### src/rtl/sfc_pkg.sv
// Package: constants and types for the serial flash command host
package sfc_pkg;
    localparam int INSTR_BITS   = 8;
    localparam int ADDR_BITS    = 32;
    localparam int DATA_BITS    = 8;
    localparam int LEN_W        = 6;
    localparam int DUMMY_W      = 5;
    localparam int CLK_HZ       = 25000000;
    localparam int SCK_HALF_NS  = 80;
    localparam int SCK_HALF_CYC = (SCK_HALF_NS * (CLK_HZ / 1000000) + 999) / 1000;
    localparam logic [1:0] WIDTH_X1 = 2'h0;
    localparam logic [1:0] WIDTH_X2 = 2'h1;
    localparam logic [1:0] WIDTH_X4 = 2'h2;

    typedef enum logic [1:0] {
        SFC_MODE0,
        SFC_MODE3
    } sfc_clkmode_e;

    typedef enum logic [2:0] {
        SFC_IDLE,
        SFC_INSTR,
        SFC_ADDR,
        SFC_MODEB,
        SFC_DUMMY,
        SFC_WRITE,
        SFC_READ,
        SFC_END
    } sfc_state_e;
endpackage : sfc_pkg

### src/rtl/sfc_clkdiv.sv
// SCK edge-enable generator for the command host
`timescale 1ns/100ps
`default_nettype none
module sfc_clkdiv (
    input  wire logic clk,
    input  wire logic rst_n,
    input  wire logic run,
    output logic      tick
);
    logic [7:0] cnt;
    wire        wrap = (cnt == 8'(sfc_pkg::SCK_HALF_CYC - 1));

    always_ff @(posedge clk or negedge rst_n) begin
        if (!rst_n) begin
            cnt <= 8'h00;
        end else if (!run || wrap) begin
            cnt <= 8'h00;
        end else begin
            cnt <= cnt + 8'h01;
        end
    end

    assign tick = run && wrap;
endmodule : sfc_clkdiv
`default_nettype wire

### src/rtl/sfc_host.sv
// Host controller that issues commands to a multi-lane serial flash
// How it works
// - SCK idles per mode 0 or 3 only
// - Host idles SCK low (mode 0) or high (mode 3)
// - Cycles counted falling to falling SCK edge
// - Mode 0 first cycle starts at select fall
// - DDR works in both modes, same counting
// - First DDR address bit on next rising edge
// - Each command opens with 8-bit instruction unless CMD_SKIP_INSTR is set
// - Then optional address, mode and dummy (only after an address), data
// - 1-1-1 uses lane zero out, lane one in
// - 1-1-2/1-1-4 serial address, wide read data
// - 1-2-2/1-4-4 wide address, mode and data
// - All-quad mode sends everything four wide
// - Select low for whole command, high ends it
// - MSB first, low bit on lane zero
`timescale 1ns/100ps
`default_nettype none
module sfc_host (
    // Clock and reset
    input  wire logic        CLK,
    input  wire logic        NRST,
    // Command request
    input  wire logic        CMD_VALID,
    output logic             CMD_READY,
    input  wire logic        CMD_MODE3,
    input  wire logic        CMD_DDR,
    input  wire logic        CMD_SKIP_INSTR,
    input  wire logic [7:0]  CMD_INSTR,
    input  wire logic [1:0]  CMD_INSTR_W,
    input  wire logic [5:0]  CMD_ADDR_BITS,
    input  wire logic [31:0] CMD_ADDR,
    input  wire logic [1:0]  CMD_ADDR_W,
    input  wire logic        CMD_HAS_MODE,
    input  wire logic [7:0]  CMD_MODE_BITS,
    input  wire logic [4:0]  CMD_DUMMY,
    input  wire logic [1:0]  CMD_DATA_W,
    input  wire logic        CMD_WRITE,
    input  wire logic [5:0]  CMD_NBYTES,
    // Write data stream
    input  wire logic [7:0]  WR_DATA,
    output logic             WR_TAKE,
    // Read data stream
    output logic [7:0]       RD_DATA,
    output logic             RD_VALID,
    output logic             BUSY,
    // Flash pins
    output logic             CS_N,
    output logic             SCK,
    input  wire logic [3:0]  LANE_IN,
    output logic [3:0]       LANE_OUT,
    output logic [3:0]       LANE_OE
);
    logic                rst_s1;
    logic                rst_n;
    logic [3:0]          lane_s1;
    logic [3:0]          lane_s2;
    sfc_pkg::sfc_state_e state;
    sfc_pkg::sfc_state_e next_state;
    logic                mode3;
    logic                ddr;
    logic [1:0]          addr_w;
    logic [1:0]          data_w;
    logic                wr;
    logic [5:0]          addr_bits;
    logic [4:0]          dummy;
    logic [5:0]          nbytes;
    logic                has_mode;
    logic [31:0]         sh;
    logic [5:0]          left;
    logic [7:0]          rx;
    logic [3:0]          rx_cnt;
    logic                sck_q;
    logic                tick;
    logic                half;
    logic                lead;
    logic                rd_lag;

    // Reset release through two flops
    always_ff @(posedge CLK or negedge NRST) begin
        if (!NRST) begin
            rst_s1 <= 1'b0;
            rst_n  <= 1'b0;
        end else begin
            rst_s1 <= 1'b1;
            rst_n  <= rst_s1;
        end
    end

    // Input lanes pass two flops
    always_ff @(posedge CLK or negedge rst_n) begin
        if (!rst_n) begin
            lane_s1 <= 4'h0;
            lane_s2 <= 4'h0;
        end else begin
            lane_s1 <= LANE_IN;
            lane_s2 <= lane_s1;
        end
    end

    function automatic logic [5:0] lane_step(input logic [1:0] w);
        lane_step = (w == sfc_pkg::WIDTH_X4) ? 6'h04 :
                    (w == sfc_pkg::WIDTH_X2) ? 6'h02 : 6'h01;
    endfunction : lane_step

    wire running = (state != sfc_pkg::SFC_IDLE) && (state != sfc_pkg::SFC_END);

    sfc_clkdiv u_div (
        .clk  (CLK),
        .rst_n(rst_n),
        .run  (running || state == sfc_pkg::SFC_END),
        .tick (tick)
    );

    // half=0: next tick is a falling edge (launch); half=1: rising edge (sample)
    wire fall_tick = tick && !half;
    wire rise_tick = tick && half;
    wire ddr_phase = ddr && (state != sfc_pkg::SFC_INSTR);
    // DDR shifts on every edge after the instruction; SDR shifts on falls only
    // Mode 3 lead-in fall only leaves the idle level and carries no bit
    wire shift_now = !lead && (ddr_phase ? tick : fall_tick);
    // Synced lanes trail the device by more than half an SCK period: take late
    wire samp_now  = ddr_phase ? (tick && rd_lag) : fall_tick;

    wire [1:0] cur_w = (state == sfc_pkg::SFC_INSTR) ? addr_w :
                       (state == sfc_pkg::SFC_ADDR || state == sfc_pkg::SFC_MODEB) ? addr_w :
                       data_w;
    wire [5:0] step  = lane_step(cur_w);
    wire       last  = (left <= step);

    // Outgoing group: top bits of shifter, low bit on lane zero
    wire [3:0] tx_grp = (cur_w == sfc_pkg::WIDTH_X4) ? sh[31:28] :
                        (cur_w == sfc_pkg::WIDTH_X2) ? {2'h0, sh[31:30]} :
                        {3'h0, sh[31]};
    wire [3:0] rx_grp = (data_w == sfc_pkg::WIDTH_X4) ? lane_s2 :
                        (data_w == sfc_pkg::WIDTH_X2) ? {2'h0, lane_s2[1:0]} :
                        {3'h0, lane_s2[1]};
    wire [7:0] rx_nxt = (data_w == sfc_pkg::WIDTH_X4) ? {rx[3:0], lane_s2} :
                        (data_w == sfc_pkg::WIDTH_X2) ? {rx[5:0], rx_grp[1:0]} :
                        {rx[6:0], rx_grp[0]};

    wire drive_ph = (state == sfc_pkg::SFC_INSTR) || (state == sfc_pkg::SFC_ADDR) ||
                    (state == sfc_pkg::SFC_MODEB) || (state == sfc_pkg::SFC_WRITE);
    wire [3:0] oe_mask = (cur_w == sfc_pkg::WIDTH_X4) ? 4'hF :
                         (cur_w == sfc_pkg::WIDTH_X2) ? 4'h3 : 4'h1;

    // Phase sequencing after an element finishes
    always_comb begin
        next_state = state;
        unique case (state)
            sfc_pkg::SFC_IDLE:  next_state = state;
            sfc_pkg::SFC_INSTR:
                next_state = (addr_bits != 6'h00) ? sfc_pkg::SFC_ADDR :
                             (nbytes == 6'h00) ? sfc_pkg::SFC_END :
                             wr ? sfc_pkg::SFC_WRITE : sfc_pkg::SFC_READ;
            sfc_pkg::SFC_ADDR:
                next_state = has_mode ? sfc_pkg::SFC_MODEB :
                             (dummy != 5'h00) ? sfc_pkg::SFC_DUMMY :
                             (nbytes == 6'h00) ? sfc_pkg::SFC_END :
                             wr ? sfc_pkg::SFC_WRITE : sfc_pkg::SFC_READ;
            sfc_pkg::SFC_MODEB:
                next_state = (dummy != 5'h00) ? sfc_pkg::SFC_DUMMY :
                             (nbytes == 6'h00) ? sfc_pkg::SFC_END :
                             wr ? sfc_pkg::SFC_WRITE : sfc_pkg::SFC_READ;
            sfc_pkg::SFC_DUMMY:
                next_state = (nbytes == 6'h00) ? sfc_pkg::SFC_END :
                             wr ? sfc_pkg::SFC_WRITE : sfc_pkg::SFC_READ;
            sfc_pkg::SFC_WRITE: next_state = sfc_pkg::SFC_END;
            sfc_pkg::SFC_READ:  next_state = sfc_pkg::SFC_END;
            sfc_pkg::SFC_END:   next_state = sfc_pkg::SFC_IDLE;
        endcase
    end

    wire start = (state == sfc_pkg::SFC_IDLE) && CMD_VALID;
    wire [1:0] iw = CMD_INSTR_W;

    always_ff @(posedge CLK or negedge rst_n) begin
        if (!rst_n) begin
            state     <= sfc_pkg::SFC_IDLE;
            mode3     <= 1'b0;
            ddr       <= 1'b0;
            addr_w    <= sfc_pkg::WIDTH_X1;
            data_w    <= sfc_pkg::WIDTH_X1;
            wr        <= 1'b0;
            addr_bits <= 6'h00;
            dummy     <= 5'h00;
            nbytes    <= 6'h00;
            has_mode  <= 1'b0;
            sh        <= 32'h0000_0000;
            left      <= 6'h00;
            half      <= 1'b0;
            lead      <= 1'b0;
            rd_lag    <= 1'b0;
            sck_q     <= 1'b0;
            rx        <= 8'h00;
            rx_cnt    <= 4'h0;
            RD_DATA   <= 8'h00;
            RD_VALID  <= 1'b0;
            CS_N      <= 1'b1;
        end else begin
            RD_VALID <= 1'b0;
            if (start) begin
                mode3     <= CMD_MODE3;
                sck_q     <= CMD_MODE3;
                ddr       <= CMD_DDR;
                addr_w    <= CMD_ADDR_W;
                data_w    <= CMD_DATA_W;
                wr        <= CMD_WRITE;
                addr_bits <= CMD_ADDR_BITS;
                dummy     <= CMD_DUMMY;
                nbytes    <= CMD_NBYTES;
                has_mode  <= CMD_HAS_MODE;
                CS_N      <= 1'b0;
                // Mode 3: first tick falls SCK; mode 0: SCK already low, so first tick rises
                half      <= !CMD_MODE3;
                lead      <= CMD_MODE3;
                rx_cnt    <= 4'h0;
                if (CMD_SKIP_INSTR) begin
                    state <= (CMD_ADDR_BITS != 6'h00) ? sfc_pkg::SFC_ADDR : sfc_pkg::SFC_END;
                    sh    <= CMD_ADDR << (6'd32 - CMD_ADDR_BITS);
                    left  <= CMD_ADDR_BITS;
                end else begin
                    state <= sfc_pkg::SFC_INSTR;
                    sh    <= {CMD_INSTR, 24'h000000};
                    left  <= 6'(sfc_pkg::INSTR_BITS);
                    addr_w <= iw;
                end
            end else if (tick && running) begin
                sck_q <= !sck_q;
                half  <= !half;
                lead  <= 1'b0;
                rd_lag <= (state == sfc_pkg::SFC_READ);
                if (shift_now && state != sfc_pkg::SFC_READ) begin
                    if (state == sfc_pkg::SFC_DUMMY) begin
                        // One dummy cycle per falling edge
                        // Latency always closes on a falling edge, DDR too
                        if (fall_tick && (dummy == 5'h01 || dummy == 5'h00)) begin
                            state <= next_state;
                            left  <= 6'h08;
                            sh    <= {WR_DATA, 24'h000000};
                        end
                        if (fall_tick) begin
                            dummy <= dummy - 5'h01;
                        end
                    end else if (last) begin
                        state <= next_state;
                        if (state == sfc_pkg::SFC_INSTR) begin
                            addr_w <= CMD_ADDR_W;
                            // No address: data follows the instruction directly
                            sh     <= (addr_bits != 6'h00) ?
                                      CMD_ADDR << (6'd32 - addr_bits) :
                                      {WR_DATA, 24'h000000};
                            left   <= (addr_bits != 6'h00) ? addr_bits : 6'h08;
                        end else if (state == sfc_pkg::SFC_ADDR) begin
                            sh   <= {CMD_MODE_BITS, 24'h000000};
                            left <= has_mode ? 6'h08 : 6'h08;
                            if (!has_mode) begin
                                sh <= {WR_DATA, 24'h000000};
                            end
                        end else if (state == sfc_pkg::SFC_WRITE &&
                                     nbytes != 6'h01) begin
                            state  <= sfc_pkg::SFC_WRITE;
                            nbytes <= nbytes - 6'h01;
                            sh     <= {WR_DATA, 24'h000000};
                            left   <= 6'h08;
                        end else begin
                            sh   <= {WR_DATA, 24'h000000};
                            left <= 6'h08;
                        end
                    end else begin
                        sh   <= sh << step;
                        left <= left - step;
                    end
                end
                if (samp_now && state == sfc_pkg::SFC_READ) begin
                    rx     <= rx_nxt;
                    rx_cnt <= 4'(rx_cnt + step[3:0]);
                    if (4'(rx_cnt + step[3:0]) == 4'h8) begin
                        RD_DATA  <= rx_nxt;
                        RD_VALID <= 1'b1;
                        rx_cnt   <= 4'h0;
                        nbytes   <= nbytes - 6'h01;
                        if (nbytes == 6'h01) begin
                            state <= sfc_pkg::SFC_END;
                        end
                    end
                end
            end else if (tick && state == sfc_pkg::SFC_END) begin
                sck_q <= mode3;
                CS_N  <= 1'b1;
                state <= sfc_pkg::SFC_IDLE;
            end
        end
    end

    // Write byte consumed when its last group leaves in the write phase
    assign WR_TAKE   = (state == sfc_pkg::SFC_WRITE) && shift_now && last && tick;
    assign CMD_READY = (state == sfc_pkg::SFC_IDLE);
    assign BUSY      = !CMD_READY;
    assign SCK       = sck_q;
    assign LANE_OUT  = drive_ph ? tx_grp : 4'h0;
    assign LANE_OE   = drive_ph ? oe_mask : 4'h0;
endmodule : sfc_host
`default_nettype wire

### config.mk
export PLATFORM = sky130hd
export DESIGN_NAME = sfc_host
export DESIGN_NICKNAME = d
export VERILOG_FILES = /design/src/rtl/sfc_pkg.sv /design/src/rtl/sfc_clkdiv.sv /design/src/rtl/sfc_host.sv
export SDC_FILE = /design/constraint.sdc
export NUM_CORES = 1
export LEC_CHECK = 0
export BUFFER_PORTS_ARGS = -buffer_cell sky130_fd_sc_hd__buf_4
export CORE_MARGIN = 1
export CORE_UTILIZATION = 32
export CTS_CLUSTER_SIZE = 24
export DETAILED_ROUTE_END_ITERATION = 10
export PLACE_DENSITY = 0.61
export SLEW_MARGIN = 10
export SYNTH_ARGS = -nofsm -noshare
export SYNTH_HDL_FRONTEND = slang
export SYNTH_SLANG_ARGS = --single-unit
### constraint.sdc
create_clock -name CLK -period 5.4 [get_ports CLK]
set_input_delay 0.54 -clock CLK [delete_from_list [all_inputs] [get_ports CLK]]
set_output_delay 0.54 -clock CLK [all_outputs]
set_load 0.05 [all_outputs]
==> impl_metrics.json, run 1 <==
{
  "core_area_mm2": 0.0325,
  "die_width_um": 184,
  "antenna_found_initial": 1,
  "ys_top_cells_by_area": "dfrtp_1 26%, mux2i_1 10%, mux4_2 8.9%, mux2_2 6.3%, nand2_1 5.4%",
  "drive_above_1_share": 0.223,
  "r2r_slack_ps": 530,
  "p_leak_nw": 5.01,
  "cp.required_ps": 5600,
  "diodes": 0,
  "wl_per_cell_um": 22.1,
  "fin_skew_ps": 10.2,
  "final_nets": 1413,
  "cts_buffers": 9,
  "worstSetupEndpointType": "register",
  "tritoncts": "built",
  "ios": 113,
  "grt_pass1_wl_mm": 58.7,
  "grt_max_degree": 60,
  "final_area_mm2": 0.0122,
  "syn_nets": 1348,
  "crit_fanout": 16,
  "grt_pass1_vias": 9702,
  "start_util": 0.325,
  "utilization": 0.374,
  "synth_edf_count": 0,
  "max_freq_ghz": 0.205,
  "row_count": 66,
  "synth.distinct_cells": 83,
  "crit_buf_inv": 3,
  "instances_no_fill": 1749,
  "status": "complete, no violations",
  "clk_root_buffer_cell": "clkbuf_16",
  "ys_ff_latch": 109,
  "clockBufferDepth": 2,
  "hp-class": "input pin to register",
  "synthToLayoutAreaGrowth_pct": 15.2,
  "gp_congestion": 0.987,
  "min_period_ps": 4870,
  "drv_cap": 0,
  "n_fill_cell": 3369,
  "setup_viol": 0,
  "slew_headroom": 0.199,
  "period_share": 0.902,
  "synth_warnings": 0,
  "rsz0062_at_grt": "false",
  "grt_overflow_total": 0,
  "critPathKind": "register to register",
  "slowest_stage": "a2111oi_0",
  "netlist_area_mm2": 0.0106,
  "drt_iter0_markers": 1059,
  "synth_cells": 1237,
  "hold_viol": 0,
  "ys_seq_area_frac": 0.258,
  "synth-async-reset-ratio": 1.00,
  "yosysTopAreaCell": "dfrtp_1",
  "tns_ps": 0,
  "power_density_mw_per_mm2": 735,
  "dpl.cell_count": 1732,
  "placed_area_mm2": 0.0119,
  "num_vias": 10300,
  "synth.top_cell.area_share": 0.256,
  "clock-sinks": 109,
  "io_buffer_count": 112,
  "post_cts_buffers": 0,
  "worstPathArrival_ps": 5080,
  "vias_per_cell": 5.87,
  "critPathTopFamily": "compound AO/OA/AOI/OAI gates",
  "first_pass_iters": 6,
  "syn_area_per_cell_um2": 8.55,
  "drc": 0,
  "tightest_slew_ps": 1200,
  "startpoint_type": "register",
  "irDropWorstVdd_mv": 0.473,
  "wirelength_mm": 38.6,
  "postCtsHoldBufs": 1,
  "grt_use_total": 0.228,
  "h-tree-depth": 3,
  "slew_violations": 0,
  "cpPeakStageDelay_ps": 810,
  "die_area_mm2": 0.0338,
  "ys.flop_type": "dfrtp_1",
  "cts.repair.resized": 0,
  "cp_common_cell": "buf_4",
  "cts.clk_slew.worst_paths_ps": 90,
  "die_h_um": 184,
  "path_cells": "buf_4 -> nor2_1 -> or2_2 -> mux2_2 -> ha_2 -> inv_1 -> buf_4 -> ha_1 -> nor2b_1 -> o31ai_2 -> nand3_1 -> a221oi_1 -> nor4_1 -> a2111oi_0 -> a41oi_1",
  "dp_hpwl_mm": 30.1,
  "ant_nets": 0,
  "insertion_delay_ps": 370
}
[layout make-up]
class / count / area [µm²] / area share
Sequential cell: 109 / 2730 / 0.224
Timing Repair Buffer: 146 / 1100 / 0.0902
Clock inverter: 7 / 86.3 / 0.00709
Tap cell: 442 / 553 / 0.0454
Multi-Input combinational cell: 1001 / 7360 / 0.604
Clock buffer: 9 / 225 / 0.0185
Inverter: 35 / 131 / 0.0108
[final timing paths]
kind                                  from    endpoint  depth (start not counted)
worst max-delay path              state[1]      sh[26]                         15
worst min-delay path            LANE_IN[0]  lane_s1[0]                          1
worst max register to register    state[1]      sh[26]                         15
worst min register to register  lane_s1[3]  lane_s2[3]                          0
max in group asynchronous            rst_n     left[2]                          1
min in group asynchronous            rst_n  lane_s1[0]                          0
[cell usage in the layout, fill, tap and decap left out, types with 7 or more instances in the layout]
cell type and n:
o22ai_1 17, clkbuf_16 9, inv_1 33, and3_1 10, a221oi_1 18, buf_4 145
dfrtp_1 107, o221ai_1 8, nor3_1 16, a31oi_1 12, mux4_2 42, xnor2_1 13
o21ai_0 92, mux2i_1 106, xor2_1 11, o211ai_1 13, a21oi_1 79, ha_1 16
mux2_2 59, nand2b_1 10, nand2_1 151, nand3_1 26, o32ai_1 7, a211oi_1 15
nor2b_1 12, a22oi_1 10, nor2_1 130
[where the power goes]
group	internal, mW	leakage, nW	switching (mW)
clock network	0.336	0.151	0.375
registers	1.09	1.36	0.344
logic	2.61	3.50	4.20
[logic make-up (layout without fill, tap and decap cells)]
| kind of cell | Yosys count | count (layout) | synth area share |
|---|---|---|---|
| mux | 207 | 207 | 0.253 |
| buf+inv | 127 | 197 | 0.0515 |
| compound gates | 341 | 341 | 0.210 |
| xor+xnor | 29 | 29 | 0.0258 |
| fa+ha+maj | 20 | 20 | 0.0251 |
| flops | 109 | 109 | 0.258 |
| simple gates | 403 | 403 | 0.176 |
| other cells | 1 | 1 | 0.000355 |
[synth_stat cells (all sizes together) (5+ instances only)]
library cell,number
a2111oi,5
a211oi,15
a21oi,79
a221oi,18
a22oi,10
a31oi,12
and2,6
and3,10
buf,44
clkbuf,48
dfrtp,108
ha,18
inv,34
mux2,59
mux2i,106
mux4,42
nand2,151
nand2b,10
nand3,27
nor2,131
nor2b,12
nor3,19
nor3b,8
nor4,6
o211ai,13
o21a,5
o21ai,95
o221ai,8
o22ai,18
o32ai,7
or2,5
or3,7
xnor2,16
xor2,13
[through the flow]
step                      hold slack (ps)  total power, mW  worst slack (ps)
after global routing                  258             9.50               389
after global placement                325             8.08               747
final                                 269             8.95               529
after CTS                             265             8.80               678
after detailed placement              326             8.07               709
after floorplan                       244             6.25               338
[registers in the layout (all words and copies together), names as in the netlist, 2 cells and up]
register,count
left,6
data_w,2
sh,32
nbytes,6
addr_bits,6
RD_DATA,8
rx,7
lane_s2,4
lane_s1,4
dummy,5
rx_cnt,4
addr_w,2
state,3
u_div.cnt,8
[metal layers]
metal	GRT usage	wire, µm	vias to the layer above
met5	0	0	-
met4	0.0857	1370	0
met3	0.0529	3170	72
met2	0.360	17600	446
met1	0.303	16400	5023
li1	-	-	4727
[worst reg2reg max path, cell delays in order (launching register included)]
cell and delay (ps):
dfrtp_1 360, buf_4 190, nor2_1 260, or2_2 200, mux2_2 350, ha_2 190, inv_1 50, buf_4 220
ha_1 310, nor2b_1 180, o31ai_2 410, nand3_1 350, a221oi_1 400, nor4_1 190, a2111oi_0 810, a41oi_1 240
(Power assumes the default switching activity.)
==> run 2, diff against run 1 <==
RECOVER_POWER = 25   (was default)
==> run 2 against run 1 <==
Via count is essentially flat. The flow now finishes with violations (capacitance limit, slew limit). Worst setup slack gained 15 ps. Die area unchanged. Global-route usage did not move. Sequential cell count did not move. Fmax increased by 0.31%. Worst hold slack gained 22 ps. Highest routed layer unchanged. Combinational power is essentially flat. Register-to-register slack hardly changed. Cell count unchanged.
==> impl_metrics.json, run 2 (synthesized netlist as in run 1, its figures left out) <==
{
  "drive_above_1_share": 0.222,
  "diodes": 0,
  "drv_cap": 1,
  "irDropWorstVdd_mv": 0.473,
  "setup_viol": 0,
  "clockBufferDepth": 2,
  "grt_use_total": 0.228,
  "worstPathArrival_ps": 5060,
  "grt_pass1_vias": 9702,
  "startpoint_type": "register",
  "status": "complete, but fails checks",
  "crit_fanout": 16,
  "tns_ps": 0,
  "num_vias": 10300,
  "clk_root_buffer_cell": "clkbuf_16",
  "postCtsHoldBufs": 1,
  "largest_register_ffs": 32,
  "die_area_mm2": 0.0338,
  "max_freq_ghz": 0.206,
  "period_share": 0.899,
  "worst_slack_ps": 544,
  "cts.clk_slew.worst_paths_ps": 90,
  "tritoncts": "built",
  "first_pass_iters": 5,
  "grt_max_degree": 60,
  "die_width_um": 184,
  "gp_congestion": 0.987,
  "hp-class": "input pin to register",
  "drc": 0,
  "n_fill_cell": 3370,
  "insertion_delay_ps": 370,
  "grt_overflow_total": 0,
  "ios": 113,
  "wl_per_cell_um": 22.0,
  "fin_skew_ps": 9.97,
  "clock-sinks": 109,
  "wirelength_mm": 38.5,
  "slew_violations": 60,
  "cts_buffers": 9,
  "tightest_slew_ps": 2550,
  "worst-r2r-cell-count": 15,
  "ant_nets": 0,
  "whs_path_depth": 1,
  "vias_per_cell": 5.87,
  "hold_viol": 0,
  "violations": "capacitance limit, slew limit",
  "start_util": 0.325,
  "worstSetupEndpointType": "register",
  "core_area_mm2": 0.0325,
  "power_density_mw_per_mm2": 735,
  "min_period_ps": 4860,
  "slew_headroom": -0.701,
  "io_buffer_count": 112,
  "cts.repair.resized": 0,
  "critPathKind": "register to register",
  "final_nets": 1413,
  "p_leak_nw": 5.01,
  "top_regs": "sh (32), RD_DATA (8), u_div.cnt (8)",
  "cp.required_ps": 5610,
  "synthToLayoutAreaGrowth_pct": 15.1,
  "mostFrequentLayoutCells": "151 x nand2_1, 140 x buf_4, 130 x nor2_1",
  "mostFrequentLayoutCell": "nand2_1",
  "rsz0062_at_grt": "false",
  "antenna_found_initial": 1,
  "post_cts_buffers": 0,
  "top_register": "sh",
  "row_count": 66,
  "grt_pass1_wl_mm": 58.7,
  "die_h_um": 184,
  "h-tree-depth": 3,
  "dp_hpwl_mm": 30.1,
  "drt_iter0_markers": 1059,
  "place_ws_ps": 709
}
[run 2: final timing paths]
check / start / to / slack, ps
max: state[1] / sh[26] / 540
min: LANE_IN[0] / lane_s1[0] / 290
max reg2reg: state[1] / sh[26] / 540
min reg2reg: lane_s1[3] / lane_s2[3] / 350
max in group asynchronous: rst_n / left[2] / 2610
min in group asynchronous: NRST / rst_s1 / 480
[run 2: cell type report]
cell class | instances | area, µm² | area share
Clock inverter | 7 | 86.3 | 0.00709
Tap cell | 442 | 553 | 0.0454
Inverter | 35 | 131 | 0.0108
Sequential cell | 109 | 2730 | 0.224
Timing Repair Buffer | 146 | 1090 | 0.0899
Multi-Input combinational cell | 1001 | 7360 | 0.604
Clock buffer | 9 | 225 | 0.0185
[run 2: power breakdown]
part / switching, mW / total, mW / leakage [nW] / internal, mW
combinational: 4.20 / 6.80 / 3.49 / 2.61
clock: 0.375 / 0.711 / 0.151 / 0.336
sequential: 0.344 / 1.44 / 1.36 / 1.09
[run 2: worst max-delay path: stages, from the launching register on]
cell,delay (ps)
dfrtp_1,360
buf_4,190
nor2_1,260
or2_2,200
mux2_2,350
ha_2,190
inv_1,50
buf_4,220
ha_1,310
nor2b_1,180
o31ai_2,410
nand3_1,340
a221oi_1,390
nor4_1,180
a2111oi_0,810
a41oi_1,240
[run 2: stage by stage]
step / power [mW] / cell area [µm²] / hold WS, ps / utilization / instances
2_1_floorplan: 6.25 / 10600 / 244 / - / 1237
3_3_place_gp: 8.08 / 11900 / 325 / 0.365 / 1732
3_5_place_dp: 8.07 / 11900 / 326 / 0.365 / 1732
4_1_cts: 8.80 / 12200 / 265 / 0.374 / 1749
5_1_grt: 9.50 / 12200 / 281 / 0.374 / 1749
6_report: 8.95 / 12200 / 291 / 0.374 / 1749
[run 2: routing by layer]
metal,GRT usage,up-vias,share of wire
met4,0.0857,0,0.036
met5,0,-,0
met2,0.360,452,0.46
met3,0.0529,74,0.083
li1,-,4725,-
met1,0.303,5008,0.42
==> run 3, diff against run 2 <==
ABC_AREA = 1   (was default)
SYNTH_HIERARCHICAL = 1   (was default)
==> run 3 against run 2 <==
Clock power down 3%. Combinational power is 6.6% higher. Fmax grew 11%. Cell count rose by 31%. Worst hold slack gained 11 ps. Via count increased by 20%. Non-clock buffer count fell by 15. Worst setup slack improved by 500 ps. Clock skew is 4.5 ps higher. The flow still finishes with violations (capacitance limit, slew limit). Critical endpoint is now WR_TAKE. Die area grew 1.2%. Critical path depth is the same.
==> impl_metrics.json, run 3 <==
{
  "setup_viol": 0,
  "critPathKind": "register to output port",
  "startpoint_type": "register",
  "switching_share": 0.602,
  "p_leak_nw": 6.04,
  "gp_congestion": 0.962,
  "combPwrFrac": 0.778,
  "synth_top_family_by_area": "simple AND/OR/NAND/NOR gates",
  "min_period_ps": 4360,
  "synth.area.mux_share": 0.0180,
  "mostFrequentLayoutCells": "625 x nand2_1, 293 x nand3_1, 163 x o21ai_0",
  "slew_violations": 72,
  "clk_root_buffer_cell": "clkbuf_16",
  "n_fill_cell": 3567,
  "synth_fa_ha_area_frac": 0.0236,
  "irDropWorstVdd_mv": 0.653,
  "grt_pass1_vias": 11300,
  "drc": 0,
  "ys.flop_type": "dfrtp_1",
  "synth_common_cells": "625 x nand2_1, 293 x nand3_1, 163 x o21ai_0",
  "drt_iter0_markers": 1449,
  "crit_fanout": 42,
  "start_util": 0.327,
  "tritoncts": "built",
  "cts_buffers": 9,
  "rsz0062_at_grt": "false",
  "cp.required_ps": 4860,
  "slew_headroom": -0.976,
  "cp_common_cell": "buf_4",
  "antenna_found_initial": 1,
  "startpoint": "state[0]",
  "crit_buf_inv": 6,
  "violations": "capacitance limit, slew limit",
  "ys_top_cells_by_area": "dfrtp_1 25%, nand2_1 22%, nand3_1 14%, o21ai_0 7.6%, inv_1 4.8%",
  "synthToLayoutAreaGrowth_pct": 13.0,
  "p_int_mw": 3.71,
  "yosysTopAreaCell": "dfrtp_1",
  "grt_max_degree": 72,
  "row_count": 66,
  "mostFrequentLayoutCell": "nand2_1",
  "io_buffer_count": 112,
  "synth_edf_count": 0,
  "top_register": "sh",
  "cts.clk_slew.worst_paths_ps": 80,
  "synth_compound_area_frac": 0.170,
  "wirelength_mm": 39.5,
  "die_width_um": 185,
  "final_nets": 1955,
  "wl_per_cell_um": 17.2,
  "synthSimpleGateAreaFrac": 0.430,
  "status": "complete, but fails checks",
  "r2r-start": "state[0]",
  "dp_hpwl_mm": 30.2,
  "seqPwrFrac": 0.147,
  "insertion_delay_ps": 370,
  "ys_ff_latch": 109,
  "hold_viol": 0,
  "slowest_stage": "dfrtp_1",
  "grt_use_total": 0.232,
  "drive_above_1_share": 0.110,
  "h-tree-depth": 3,
  "core_area_mm2": 0.0327,
  "netlist_area_mm2": 0.0107,
  "synthXorXnorAreaFrac": 0.00491,
  "clock-sinks": 109,
  "power_density_mw_per_mm2": 770,
  "synth.top_cell.area_share": 0.253,
  "grt_pass1_wl_mm": 62.1,
  "synth_cells": 1805,
  "cts.repair.resized": 0,
  "p_sw_mw": 5.60,
  "ys_seq_area_frac": 0.255,
  "power_mw": 9.31,
  "synth_warnings": 6,
  "worstSetupEndpointType": "output port",
  "tightest_slew_ps": 2960,
  "holdCritStartpoint": "LANE_IN[0]",
  "synth-async-reset-ratio": 1.00,
  "num_vias": 12300,
  "max_freq_ghz": 0.230,
  "vias_per_cell": 5.38,
  "clockBufferDepth": 2,
  "clockPowerShare": 0.074,
  "hp-class": "input pin to register",
  "fin_skew_ps": 14.5,
  "ant_nets": 0,
  "path_cells": "inv_2 -> nand2_2 -> nand2_1 -> o21ai_0 -> ha_1 -> buf_4 -> inv_1 -> buf_4 -> ha_1 -> nand4_1 -> nand2_1 -> nand2_1 -> buf_4 -> nor3_1 -> buf_4",
  "tns_ps": 0,
  "synth.distinct_cells": 58,
  "die_area_mm2": 0.0342,
  "worstPathArrival_ps": 3820,
  "largest_register_ffs": 32,
  "critPathTopFamily": "buffers and inverters",
  "die_h_um": 185,
  "first_pass_iters": 8,
  "grt_overflow_total": 0,
  "cpPeakStageDelay_ps": 540,
  "period_share": 0.807,
  "top_regs": "sh (32), RD_DATA (8), u_div/cnt (8)",
  "syn_nets": 1915,
  "yosysMostFrequentCell": "nand2_1",
  "ios": 113,
  "syn_area_per_cell_um2": 5.93,
  "drv_cap": 1
}
-- run 3: cell count changes in the layout (fill, tap and decap cells not counted), sizes merged, moves of 15 or more --
cell    delta
nand2    +480
nand3    +271
inv      +121
o21ai     +91
mux2i     -89
mux2      -57
mux4      -42
nor2      -29
a21oi     -16
a211oi    -15
buf       -15
-- run 3: through the flow --
step                      instance area (µm²)  setup slack [ps]  utilization  hold slack, ps  std cells
after floorplan                         10700              1100            -             244       1805
after global placement                  11800              1500        0.360             323       2275
after detailed placement                11800              1410        0.360             327       2275
after CTS                               12100              1060        0.370             266       2292
after global routing                    12100               745        0.370             287       2292
final                                   12100              1040        0.370             302       2293
-- run 3: power by group through the flow --
stage                     clock [mW]  sequential [mW]  combinational (mW)
after global placement             0             1.37                7.12
after floorplan                    0             1.37                5.35
after CTS                      0.705             1.37                7.14
after global routing           0.734             1.41                8.09
final                          0.692             1.37                7.25
after detailed placement           0             1.37                7.11
-- run 3: final timing paths --
path                              endpoint  slack [ps]  depth (start not counted)
worst max-delay path               WR_TAKE        1040                         15
worst min-delay path            lane_s1[0]         300                          1
worst max register to register    state[0]        1350                         19
worst min register to register  lane_s2[1]         360                          0
max in group asynchronous           sh[24]        2380                          1
min in group asynchronous           rst_s1         500                          2
-- run 3: timing repair --
| item | CTS | global route |
|---|---|---|
| buffers inserted | 0 | 0 |
| hold endpoints to repair | 2 | 0 |
| hold buffers | 1 | 0 |
| setup endpoints to repair | 0 | 0 |
-- run 3: routing by layer --
metal / part of all wire / vias up / routed length (µm) / global-route usage
met5: 0 / - / 0 / 0
met4: 0.027 / 0 / 1080 / 0.0717
met3: 0.074 / 62 / 2910 / 0.0330
met2: 0.46 / 470 / 18100 / 0.374
met1: 0.44 / 5754 / 17400 / 0.319
li1: - / 6039 / - / -
-- run 3: cells by family after synthesis --
family / after synthesis
xor gates and xnor gates: 6
DFF: 109
adders and majority gates: 19
muxes: 19
AOI/OAI and AO/OA: 323
other: 1
buffers and inverters: 258
and+or+nand+nor: 1070
-- run 3: cell type report --
type | count | area [µm²] | share of cell area
Inverter | 156 | 586 | 0.0484
Tap cell | 442 | 553 | 0.0457
Multi-Input combinational cell | 1438 | 6940 | 0.574
Clock buffer | 10 | 239 | 0.0198
Clock inverter | 6 | 61.3 | 0.00507
Sequential cell | 109 | 2730 | 0.226
Antenna cell | 1 | 2.50 | 0.000207
Timing Repair Buffer | 131 | 982 | 0.0812
-- run 3: worst register-to-register path, cell delays in order, from the launching register on --
cell and delay [ps]:
dfrtp_1 540, inv_2 70, nand2_2 120, nand2_1 110
o21ai_0 240, inv_1 80, ha_1 310, buf_4 460
ha_1 300, inv_1 60, fa_1 530, nand2_1 70
nor2_1 170, nand3_2 310, or2_0 340, nand2_1 70
inv_1 40, nand2_1 50, nand2_1 50, nand3_1 70
